$ cat src/logic/hmd_pkg.sv
package hmd_pkg;
  localparam int ADDR_W = 32;
  localparam int TOP_W = 32;
  // A/B compatible range
  localparam logic [31:0] A_LO = 32'h000A0000;
  localparam logic [31:0] A_HI = 32'h000BFFFF;
  // High alias range and its translation offset
  localparam logic [31:0] H_LO = 32'h100A0000;
  localparam logic [31:0] H_HI = 32'h100FFFFF;
  localparam logic [31:0] HIGH_BASE = 32'h10000000;
  // Extended space window: 256 MB to 512 MB
  localparam logic [31:0] EXT_LO = 32'h10000000;
  localparam logic [31:0] EXT_HI = 32'h1FFFFFFF;
  // Top segment sizes by size code
  localparam logic [1:0] SZ_128K = 2'h0;
  localparam logic [1:0] SZ_256K = 2'h1;
  localparam logic [1:0] SZ_512K = 2'h2;
  localparam logic [1:0] SZ_1M = 2'h3;
  localparam logic [31:0] BYTES_128K = 32'h00020000;
  localparam logic [31:0] BYTES_256K = 32'h00040000;
  localparam logic [31:0] BYTES_512K = 32'h00080000;
  localparam logic [31:0] BYTES_1M = 32'h00100000;
  localparam logic [31:0] A_SEG_BYTES = 32'h00010000;
  // Routing decision
  typedef enum logic [1:0] {
    HMD_ROUTE_NONE = 2'b00,
    HMD_ROUTE_DRAM = 2'b01,
    HMD_ROUTE_PCI = 2'b10
  } hmd_route_e;
endpackage : hmd_pkg

$ cat src/logic/hmd_range_chk.sv
`timescale 1ns/1ns
// Inclusive range compare
module hmd_range_chk #(
  parameter int W = 32
) (
  input wire logic [W-1:0] addr, // Address under test
  input wire logic [W-1:0] lo, // Lowest address
  input wire logic [W-1:0] hi, // Highest address
  input wire logic en, // Range active
  output logic hit // Address in active range
);
  assign hit = en && (addr >= lo) && (addr <= hi);
endmodule : hmd_range_chk

$ cat src/logic/hmd_decode.sv
`timescale 1ns/1ns
// Function
// [RL1] Top segment size chosen by two-bit code: 128K, 256K, 512K or 1M.
// [RL2] Enabled top segment is removed from ordinary memory below top of memory.
// [RL3] Extended handler space lives between 256 MB and 512 MB.
// [RL4] High range 100A0000h-100FFFFFh translates to DRAM 000A0000h-000FFFFFh.
// [RL5] Top alias 10000000h+top-size..top maps to DRAM top-size..top.
// [RL6] High range DRAM usable only with global and high enable set.
// [RL7] Top segment usable only with segment and global enable set.
// [RL8] Bus-master accesses to extended handler ranges are never claimed.
// [RL9] Non-management access without open goes to PCI and sets status.
// [RL10] Processor reaches handler DRAM in management mode or with open.
// [RL11] Global enable gates all ranges; high and top follow their enables.
// [RL12] A range 0A0000h-0BFFFFh; top range 256M+top-size to 256M+top.
// [RL13] Global enable clear disables code and data to every range.
// [RL14] Unlocked, open set, close clear: DRAM for code and data anywhere.
// [RL15] Lock set ignores open; only management-mode cycles reach DRAM.
// [RL16] Close set in management mode: code to DRAM, data to PCI.
// [RL17] Software must not set close and open together while unlocked.
// [RL18] PCI master hitting handler memory gets no response, no DEVSEL.
// [RL19] A/B access outside management mode without open goes to PCI.
module hmd_decode
  import hmd_pkg::*;
(
  input wire logic ref_clk, // Host clock
  input wire logic rst, // Async reset, active high
  input wire logic clk_en, // Freezes state while low
  input wire logic global_handler_decode_enable, // Global enable
  input wire logic high_range_enable, // High range enable
  input wire logic top_segment_enable, // Top segment enable
  input wire logic [1:0] top_segment_size, // Top segment size code
  input wire logic open_access_bit_alt, // Open access
  input wire logic decode_lock_bit, // Lock
  input wire logic close_data_bit, // Close data
  input wire logic [hmd_pkg::TOP_W-1:0] top_of_installed_memory, // Installed memory top
  input wire logic status_clear, // Clears violation status
  input wire logic cpu_valid, // Processor cycle present
  input wire logic [hmd_pkg::ADDR_W-1:0] cpu_addr, // Processor address
  input wire logic cpu_code, // Cycle is a code fetch
  input wire logic management_mode, // Processor in management mode
  input wire logic pci_valid, // PCI master cycle present
  input wire logic [hmd_pkg::ADDR_W-1:0] pci_addr, // PCI master address
  output logic cpu_to_dram, // Processor cycle served by DRAM
  output logic cpu_to_pci, // Processor cycle forwarded to PCI
  output logic [hmd_pkg::ADDR_W-1:0] dram_addr, // Translated DRAM address
  output logic cpu_done, // Registered decision valid
  output logic pci_claim, // PCI cycle claimed (DEVSEL)
  output logic [hmd_pkg::ADDR_W-1:0] usable_top, // Top of ordinary memory
  output logic violation_status // Sticky outside-mode access status
);
  import hmd_pkg::*;

  logic [31:0] seg_bytes;
  logic [31:0] t_lo;
  logic [31:0] t_hi;
  logic [31:0] ta_lo;
  logic [31:0] ta_hi;
  logic a_en;
  logic h_en;
  logic t_en;
  logic hit_a;
  logic hit_h;
  logic hit_t;
  logic hit_ta;
  logic cpu_hit;
  logic cpu_ext;
  logic pci_hit_ext;
  logic pci_hit_ab;
  logic pci_hit_t;
  logic pci_mem;
  logic allow;
  logic viol;
  logic [31:0] xlat;
  hmd_route_e route;
  logic cpu_to_dram_r;
  logic cpu_to_pci_r;
  logic cpu_done_r;
  logic [31:0] dram_addr_r;
  logic pci_claim_r;
  logic violation_status_r;

  always_comb
  begin
    case (top_segment_size) // [RL1]
      SZ_128K: seg_bytes = BYTES_128K;
      SZ_256K: seg_bytes = BYTES_256K;
      SZ_512K: seg_bytes = BYTES_512K;
      SZ_1M: seg_bytes = BYTES_1M;
      default: seg_bytes = BYTES_128K;
    endcase
  end

  // Range enables
  assign a_en = global_handler_decode_enable; // [RL11] [RL13]
  assign h_en = global_handler_decode_enable && high_range_enable; // [RL6] [RL11]
  assign t_en = global_handler_decode_enable && top_segment_enable; // [RL7] [RL11]

  // Top segment bounds in DRAM and in the 256 MB alias
  assign t_lo = top_of_installed_memory - seg_bytes; // [RL5]
  assign t_hi = top_of_installed_memory - 32'h00000001;
  assign ta_lo = HIGH_BASE + t_lo; // [RL12] [RL3]
  assign ta_hi = HIGH_BASE + t_hi;

  assign usable_top = t_en ? t_lo : top_of_installed_memory; // [RL2]

  hmd_range_chk #(.W(32)) u_a (.addr(cpu_addr), .lo(A_LO), .hi(A_HI), .en(a_en), .hit(hit_a)); // [RL12]
  hmd_range_chk #(.W(32)) u_h (.addr(cpu_addr), .lo(H_LO), .hi(H_HI), .en(h_en), .hit(hit_h)); // [RL4]
  hmd_range_chk #(.W(32)) u_t (.addr(cpu_addr), .lo(ta_lo), .hi(ta_hi), .en(t_en), .hit(hit_ta)); // [RL12]
  hmd_range_chk #(.W(32)) u_td (.addr(pci_addr), .lo(t_lo), .hi(t_hi), .en(t_en), .hit(pci_hit_t));
  hmd_range_chk #(.W(32)) u_pe (.addr(pci_addr), .lo(EXT_LO), .hi(EXT_HI), .en(1'b1), .hit(pci_hit_ext));
  hmd_range_chk #(.W(32)) u_pa (.addr(pci_addr), .lo(A_LO), .hi(A_HI), .en(a_en), .hit(pci_hit_ab));

  assign hit_t = hit_ta;
  assign cpu_hit = hit_a || hit_h || hit_t;
  assign cpu_ext = cpu_addr >= EXT_LO && cpu_addr <= EXT_HI;

  // Access control from lock, open, close and mode
  always_comb
  begin
    allow = 1'b0;
    if (!global_handler_decode_enable)
      allow = 1'b0; // [RL13]
    else if (decode_lock_bit)
      allow = management_mode && !(close_data_bit && !cpu_code); // [RL15] [RL16]
    else if (open_access_bit_alt)
      allow = !close_data_bit; // [RL14] [RL17]
    else if (management_mode)
      allow = !(close_data_bit && !cpu_code); // [RL10] [RL16]
    else
      allow = 1'b0; // [RL19]
  end

  assign viol = cpu_valid && cpu_hit && !management_mode && !open_access_bit_alt; // [RL9]

  // Address translation into DRAM
  always_comb
  begin
    if (hit_h || hit_t)
      xlat = cpu_addr - HIGH_BASE; // [RL4] [RL5]
    else
      xlat = cpu_addr;
  end

  always_comb
  begin
    if (!cpu_valid)
      route = HMD_ROUTE_NONE;
    else if (cpu_hit && allow)
      route = HMD_ROUTE_DRAM; // [RL10]
    else if (cpu_hit)
      route = HMD_ROUTE_PCI; // [RL9] [RL19]
    else if (cpu_ext || cpu_addr >= top_of_installed_memory || (cpu_addr >= A_LO && cpu_addr <= A_HI))
      route = HMD_ROUTE_PCI;
    else if (cpu_addr >= usable_top)
      route = HMD_ROUTE_PCI; // [RL2]
    else
      route = HMD_ROUTE_DRAM;
  end

  // PCI masters may claim ordinary memory only
  assign pci_mem = pci_valid && !pci_hit_ext && !pci_hit_ab && !pci_hit_t
    && pci_addr < top_of_installed_memory; // [RL8] [RL18]

  always_ff @(posedge ref_clk or posedge rst)
  begin
    if (rst)
    begin
      cpu_to_dram_r <= 1'b0;
      cpu_to_pci_r <= 1'b0;
      cpu_done_r <= 1'b0;
      dram_addr_r <= 32'h00000000;
    end
    else if (clk_en)
    begin
      cpu_to_dram_r <= route == HMD_ROUTE_DRAM;
      cpu_to_pci_r <= route == HMD_ROUTE_PCI;
      cpu_done_r <= cpu_valid;
      dram_addr_r <= xlat;
    end
  end

  always_ff @(posedge ref_clk or posedge rst)
  begin
    if (rst)
      pci_claim_r <= 1'b0;
    else if (clk_en)
      pci_claim_r <= pci_mem; // [RL18]
  end

  // Sticky status; a new violation wins over a clear
  always_ff @(posedge ref_clk or posedge rst)
  begin
    if (rst)
      violation_status_r <= 1'b0;
    else if (clk_en)
    begin
      if (viol)
        violation_status_r <= 1'b1; // [RL9]
      else if (status_clear)
        violation_status_r <= 1'b0;
    end
  end

  assign cpu_to_dram = cpu_to_dram_r;
  assign cpu_to_pci = cpu_to_pci_r;
  assign cpu_done = cpu_done_r;
  assign dram_addr = dram_addr_r;
  assign pci_claim = pci_claim_r;
  assign violation_status = violation_status_r;

  lock_mode_a: assert property (@(posedge ref_clk) disable iff (rst) // [RL15]
    clk_en && cpu_valid && decode_lock_bit && !management_mode |=> !cpu_to_dram || !$past(cpu_hit))
    else $error("locked non-management handler access reached DRAM");
  global_off_a: assert property (@(posedge ref_clk) disable iff (rst) // [RL13]
    clk_en && cpu_valid && !global_handler_decode_enable && cpu_ext |=> cpu_to_pci)
    else $error("extended access with global off not forwarded");
  pci_refuse_a: assert property (@(posedge ref_clk) disable iff (rst) // [RL8]
    clk_en && pci_valid && pci_addr >= EXT_LO && pci_addr <= EXT_HI |=> !pci_claim)
    else $error("bus master extended access claimed");
  status_set_a: assert property (@(posedge ref_clk) disable iff (rst) // [RL9]
    clk_en && viol |=> violation_status && cpu_to_pci)
    else $error("violation not flagged or not forwarded");
  close_data_a: assert property (@(posedge ref_clk) disable iff (rst) // [RL16]
    clk_en && cpu_valid && hit_a && management_mode && close_data_bit && !cpu_code |=> cpu_to_pci)
    else $error("close data access not forwarded");
  high_xlat_a: assert property (@(posedge ref_clk) disable iff (rst) // [RL4]
    clk_en && cpu_valid && hit_h && allow |=> cpu_to_dram && dram_addr == $past(cpu_addr) - HIGH_BASE)
    else $error("high range translation wrong");
  open_route_a: assert property (@(posedge ref_clk) disable iff (rst) // [RL14]
    clk_en && cpu_valid && hit_a && !decode_lock_bit && open_access_bit_alt && !close_data_bit
    |=> cpu_to_dram)
    else $error("open access not served from DRAM");
  abseg_pci_a: assert property (@(posedge ref_clk) disable iff (rst) // [RL19]
    clk_en && cpu_valid && cpu_addr >= A_LO && cpu_addr <= A_HI && !management_mode
    && !open_access_bit_alt |=> cpu_to_pci)
    else $error("A/B access outside management mode not forwarded");
  top_hide_a: assert property (@(posedge ref_clk) disable iff (rst) // [RL2]
    usable_top == top_of_installed_memory - (t_en ? BYTES_128K << top_segment_size : 32'h00000000))
    else $error("top segment not withdrawn");
  size_sel_a: assert property (@(posedge ref_clk) disable iff (rst) // [RL1]
    t_en && top_segment_size == SZ_1M |-> usable_top == top_of_installed_memory - BYTES_1M)
    else $error("largest top segment size wrong");

  // Output timing and freeze
  done_follow_a: assert property (@(posedge ref_clk) disable iff (rst) // [RL10]
    clk_en |=> cpu_done == $past(cpu_valid))
    else $error("decision valid does not follow the cycle");
  freeze_hold_a: assert property (@(posedge ref_clk) disable iff (rst) // [RL9]
    !clk_en |=> $stable(cpu_done) && $stable(cpu_to_dram) && $stable(cpu_to_pci) && $stable(dram_addr)
    && $stable(pci_claim) && $stable(violation_status))
    else $error("state moved while clock enable low");
  route_onehot_a: assert property (@(posedge ref_clk) disable iff (rst) // [RL10]
    cpu_done == (cpu_to_dram || cpu_to_pci) && !(cpu_to_dram && cpu_to_pci))
    else $error("routing outputs inconsistent");

  // Range enables and processor routing
  global_gate_a: assert property (@(posedge ref_clk) disable iff (rst) // [RL13]
    clk_en && cpu_valid && !global_handler_decode_enable
    && (cpu_addr >= A_LO && cpu_addr <= A_HI || cpu_addr >= H_LO && cpu_addr <= H_HI) |=> cpu_to_pci)
    else $error("handler range reached DRAM with global off");
  high_off_a: assert property (@(posedge ref_clk) disable iff (rst) // [RL6] [RL11]
    clk_en && cpu_valid && !high_range_enable && cpu_addr >= H_LO && cpu_addr <= H_HI && !hit_t |=> cpu_to_pci)
    else $error("high range served while disabled");
  top_off_a: assert property (@(posedge ref_clk) disable iff (rst) // [RL7] [RL11]
    clk_en && cpu_valid && !top_segment_enable && cpu_addr >= ta_lo && cpu_addr <= ta_hi && !hit_h
    |=> cpu_to_pci)
    else $error("top segment served while disabled");
  top_alias_a: assert property (@(posedge ref_clk) disable iff (rst) // [RL5]
    clk_en && cpu_valid && hit_t && allow |=> cpu_to_dram && dram_addr == $past(cpu_addr) - HIGH_BASE)
    else $error("top alias translation wrong");
  top_carve_a: assert property (@(posedge ref_clk) disable iff (rst) // [RL2]
    clk_en && cpu_valid && t_en && !cpu_hit && cpu_addr >= t_lo && cpu_addr < top_of_installed_memory |=> cpu_to_pci)
    else $error("withdrawn top block served as ordinary memory");
  code_fetch_a: assert property (@(posedge ref_clk) disable iff (rst) // [RL16]
    clk_en && cpu_valid && cpu_hit && management_mode && close_data_bit && cpu_code
    && !(open_access_bit_alt && !decode_lock_bit) |=> cpu_to_dram)
    else $error("management code fetch not served from DRAM");
  mode_dram_a: assert property (@(posedge ref_clk) disable iff (rst) // [RL10] [RL16]
    clk_en && cpu_valid && cpu_hit && management_mode && !close_data_bit |=> cpu_to_dram)
    else $error("management access not served from DRAM");
  lock_open_a: assert property (@(posedge ref_clk) disable iff (rst) // [RL15]
    clk_en && cpu_valid && cpu_hit && decode_lock_bit && open_access_bit_alt
    && !management_mode |=> cpu_to_pci)
    else $error("lock did not override open");
  plain_dram_a: assert property (@(posedge ref_clk) disable iff (rst) // [RL2]
    clk_en && cpu_valid && !cpu_hit && cpu_addr < usable_top && cpu_addr < top_of_installed_memory
    && cpu_addr < EXT_LO && !(cpu_addr >= A_LO && cpu_addr <= A_HI) |=> cpu_to_dram)
    else $error("ordinary memory access not served from DRAM");
  plain_addr_a: assert property (@(posedge ref_clk) disable iff (rst) // [RL4]
    clk_en && cpu_valid && !hit_h && !hit_t |=> dram_addr == $past(cpu_addr))
    else $error("untranslated address altered");

  // Sticky status
  status_hold_a: assert property (@(posedge ref_clk) disable iff (rst) // [RL9]
    clk_en && violation_status && !status_clear |=> violation_status)
    else $error("violation status lost without clear");
  status_clear_a: assert property (@(posedge ref_clk) disable iff (rst) // [RL9]
    clk_en && status_clear && !viol |=> !violation_status)
    else $error("violation status not cleared");

  // Bus master refusal and ordinary memory claim
  pci_ab_a: assert property (@(posedge ref_clk) disable iff (rst) // [RL18]
    clk_en && pci_valid && global_handler_decode_enable && pci_addr >= A_LO && pci_addr <= A_HI |=> !pci_claim)
    else $error("bus master A/B access claimed");
  pci_top_a: assert property (@(posedge ref_clk) disable iff (rst) // [RL8]
    clk_en && pci_valid && t_en && pci_addr >= t_lo && pci_addr <= t_hi |=> !pci_claim)
    else $error("bus master top segment access claimed");
  claim_mem_a: assert property (@(posedge ref_clk) disable iff (rst) // [RL18]
    clk_en && pci_valid && pci_addr < usable_top && pci_addr < top_of_installed_memory && pci_addr < EXT_LO
    && !(global_handler_decode_enable && pci_addr >= A_LO && pci_addr <= A_HI) |=> pci_claim)
    else $error("bus master ordinary access not claimed");
endmodule : hmd_decode

$ cat config.mk
export PLATFORM = sky130hd
export DESIGN_NAME = hmd_decode
export DESIGN_NICKNAME = d
export VERILOG_FILES = /design/src/logic/hmd_pkg.sv /design/src/logic/hmd_range_chk.sv /design/src/logic/hmd_decode.sv
export SDC_FILE = /design/constraint.sdc
export NUM_CORES = 1
export LEC_CHECK = 0
export ABC_AREA = 1
export BUFFER_PORTS_ARGS = -buffer_cell sky130_fd_sc_hd__clkbuf_2
export CAP_MARGIN = 20
export CORE_UTILIZATION = 51
export CTS_BUF_LIST = sky130_fd_sc_hd__clkbuf_4 sky130_fd_sc_hd__clkbuf_8
export CTS_CLUSTER_DIAMETER = 150
export CTS_CLUSTER_SIZE = 20
export DETAILED_ROUTE_END_ITERATION = 7
export PLACE_DENSITY_LB_ADDON = 0.1
export RECOVER_POWER = 100
export SLEW_MARGIN = 40
export SYNTH_ARGS = -nofsm -noshare
export SYNTH_HDL_FRONTEND = slang
export SYNTH_SLANG_ARGS = --single-unit
$ cat constraint.sdc
create_clock -name ref_clk -period 2.3 [get_ports ref_clk]
set_clock_uncertainty 0.15 [all_clocks]
set_input_delay 0.23 -clock ref_clk [delete_from_list [all_inputs] [get_ports ref_clk]]
set_output_delay 0.23 -clock ref_clk [all_outputs]
set_load 0.005 [all_outputs]
==> summary.txt <==
Run status
  – Status: complete, but fails checks
  – Failing checks: negative setup slack

Layout
  – Final #Nets: 1789
  – Syn-to-layout area delta: 43.6%
  – Non-filler cells, final: around 1700
  – Diodes inserted: 0
  – Fin area: 10700 um^2
  – Layout cells sized above 1: 30.6%

Worst setup path
  – WP data arrival: 3650 ps
  – CP Launch Type: primary input
  – Worst Path Buf+Inv: 2
  – Crit path required time: 2390 ps
  – CP Class: in2reg
  – Crit Path Max Fanout: 7
  – CP max-delay cell: ha_1
  – Worst Setup End Kind: flop
  – Top delay family on crit path: simple AND/OR/NAND/NOR gates
  – Worst path max stage delay: 290 ps

Drt
  – Antenna Nets Post-Route: 0
  – Via density: about 5.5
  – 1st-iter DRT viols: 650
  – DRC: 0
  – Routed WL: around 28000 um
  – Routed vias: 9196
  – First-pass DRT Iterations: 5
  – Routed wire per std cell: roughly 17 um

STA
  – Final Cycle Share: 155%
  – Min Tclk post-route: 3560 ps
  – Final WS setup: -1260 ps
  – Endpoints failing setup: 20
  – Rel. slew slack: 38.3%
  – Actual slew at the worst max-slew pin: 925 ps
  – RSZ-0062 raised after global routing: true
  – Fin. Hold Viols: 0
  – Setup tns final: -12540 ps
  – Max Clk Rate: 281 MHz
  – Slew Limit Fails: 0

Pwr
  – Pint: 1.95 mW
  – Reg power frac: 22.2%
  – Pwr/cell area: 312 nW/um^2
  – Switching share of power: between 40% and 50%
  – Leak: approximately 6 nW
  – Comb pwr share: 60.1%
  – Clock power share: 17.7%
  – P_sw: 1.41 mW
  – Max VDD drop: 0.000187 V

Synthesis
  – Syn_area_per_cell: 6.62 um^2
  – Synthesized flop and latch total: 37
  – Count of cell types in the netlist: 37
  – Post-synthesis cell area: 7470 um^2
  – Syn nets: 1423
  – Yosys Warn Count: 0
  – Syn Inst Count: 1128
  – Seq/Total Area, Yosys: 12.4%

Clocking
  – CTS root buf: clkbuf_8
  – Worst-path clk slew: 80 ps
  – CTS tree: done
  – Worst-skew pair later-pin latency: 290 ps
  – H-tree depth: 2
  – Clock sink count: 37
  – CTS max path bufs: 2
  – Cts bufs inserted: 5

Die
  – Chip Width: 123 um
  – Die Height: 123 um
  – Core ar.: 14100 um^2
  – Starting Density: ~53%
  – Site row count: 43
  – Boundary Pins: 181
  – Die area: about 15000 um^2

Run
  – Max Cap Viol: 0

Global route
  – Grt total ovfl: 0
  – First-pass GRT wire length: 40900 um
  – Initial antenna violation count: 0
  – Tot GR Track Use: 35.2%
  – Number of global-route vias before repair: 8313
  – Pin count of the biggest net entering global routing: 38

Placement
  – GPL Wtd Cong: between 1 and 1.5
  – Placed insts: 1643
  – Port Buf Inserts: 180
  – Placed cell area: 9910 um^2
  – DP HPWL: 22500 um

Worst hold path
  – Worst min path class: in2reg
[synthesized netlist by cell type (all sizes together)]
library cell | n | area share [%]
and2 | 1 | 0.084
nor3 | 27 | 2.2
nor2 | 106 | 6.1
clkbuf | 10 | 0.50
fa | 1 | 0.27
dfrtp | 37 | 12
a21o | 2 | 0.20
or2 | 1 | 0.084
o21ai | 52 | 3.5
nand3b | 1 | 0.10
inv | 142 | 7.1
nand4 | 27 | 2.3
o21a | 7 | 0.70
ha | 182 | 30
buf | 20 | 1.9
a31o | 1 | 0.12
o2111ai | 1 | 0.12
nand3 | 37 | 2.8
xnor2 | 5 | 0.59
nor4 | 4 | 0.33
nand2 | 327 | 17
xor2 | 39 | 4.6
a211oi | 2 | 0.20
o211ai | 3 | 0.30
nor3b | 1 | 0.10
a21oi | 92 | 6.2
[worst register-to-register path, cell delays in order, from the launching register on]
cell and delay [ps]:
dfrtp_1 440, nand2_1 110, nand2_1 60
[path summary, 6_finish.rpt]
| check | start | endpoint | slack, ps | cells past startpoint |
|---|---|---|---|---|
| min reg2reg | dram_addr[14] | dram_addr[14] | 320 | 2 |
| max in group asynchronous | rst | dram_addr[22] | 810 | 4 |
| max | top_segment_size[0] | dram_addr[31] | -1260 | 26 |
| max reg2reg | pci_claim | pci_claim | 1450 | 2 |
| min | status_clear | violation_status | 40 | 4 |
| min in group asynchronous | rst | dram_addr[10] | 610 | 4 |
[stage by stage]
step / power (mW) / utilization, % / worst slack, ps / hold WS, ps
6_report: 3.35 / 76.1 / -1260 / 38.5
5_1_grt: 3.61 / 76.1 / -1470 / 54.4
4_1_cts: 3.21 / 73.5 / -1080 / 35.6
3_5_place_dp: 2.54 / 70.3 / -1500 / 195
3_3_place_gp: 2.49 / 70.3 / -1400 / 195
2_1_floorplan: 1.69 / - / -1030 / 192
[cell usage in the layout (no fill, tap or decap), types with 4 or more instances in the layout]
cell type and instances:
inv_2 11, o21ai_2 6, xor2_1 26, o21ai_4 6, buf_4 179, dfrtp_1 37
nor2_1 90, clkbuf_8 6, clkbuf_2 132, nor2_4 10, nand2_1 303, a21oi_1 90
nand4_1 27, nand3_1 28, inv_1 128, xor2_2 5, ha_1 177, nor2_2 5
nor3_2 6, buf_6 23, nand3_2 7, o21ai_0 38, nor3_1 20, nand2_4 8
nand2_2 16, xor2_4 8, ha_4 4, o21a_1 7, clkbuf_4 4, clkbuf_1 45
[cells by family after synthesis]
| kind of cell | share of synthesized area (%) |
|---|---|
| AND/OR/NAND/NOR | 30.9 |
| adder cells (fa/ha/maj) | 30.7 |
| buffers and inverters | 9.55 |
| AO/OA/AOI/OAI | 11.3 |
| XOR/XNOR | 5.16 |
| flip-flops | 12.4 |
[state kept, by name, summed over array words and instances, names as in the netlist]
name / cells
cpu_done: 1
cpu_to_dram: 1
pci_claim: 1
cpu_to_pci: 1
violation_status: 1
dram_addr: 32
[layout make-up]
cell class,instances,area [um^2]
multi-input cells,919,6380
fillers,1141,3370
repair buffers,389,2530
flip-flops and latches,37,926
inverters,142,544
well taps,180,225
clock buffers,6,82.6
clock inverters,2,37.5
[per-layer routing]
layer  wire, um  up-vias  global-route usage [%]  part of all wire, %
li1           -     4438                       -                    -
met1      11900     4195                    46.6                   43
met2      12400      446                    57.7                   44
met3       2340      117                    5.44                  8.3
met4       1370        0                    12.7                  4.9
met5          0        -                       0                    0
[timing repair]
item | 4_1_cts | 5_1_grt
buffers inserted | 15 | 16
gates resized for setup | 49 | 83
setup endpoints to repair | 20 | 21
pin swaps | 9 | 34
endpoints found under the hold margin | 37 | 0
hold buffers | 1 | 0
[power by group through the flow]
| stage | Combinational [mW] | Clock (mW) | Sequential [mW] |
|---|---|---|---|
| 4_1_cts | 1.86 | 0.602 | 0.744 |
| 5_1_grt | 2.23 | 0.628 | 0.753 |
| 2_1_floorplan | 0.931 | 0 | 0.759 |
| 6_report | 2.01 | 0.594 | 0.745 |
| 3_5_place_dp | 1.78 | 0 | 0.757 |
| 3_3_place_gp | 1.74 | 0 | 0.755 |
No activity file was read; power rests on OpenSTA's default activity.
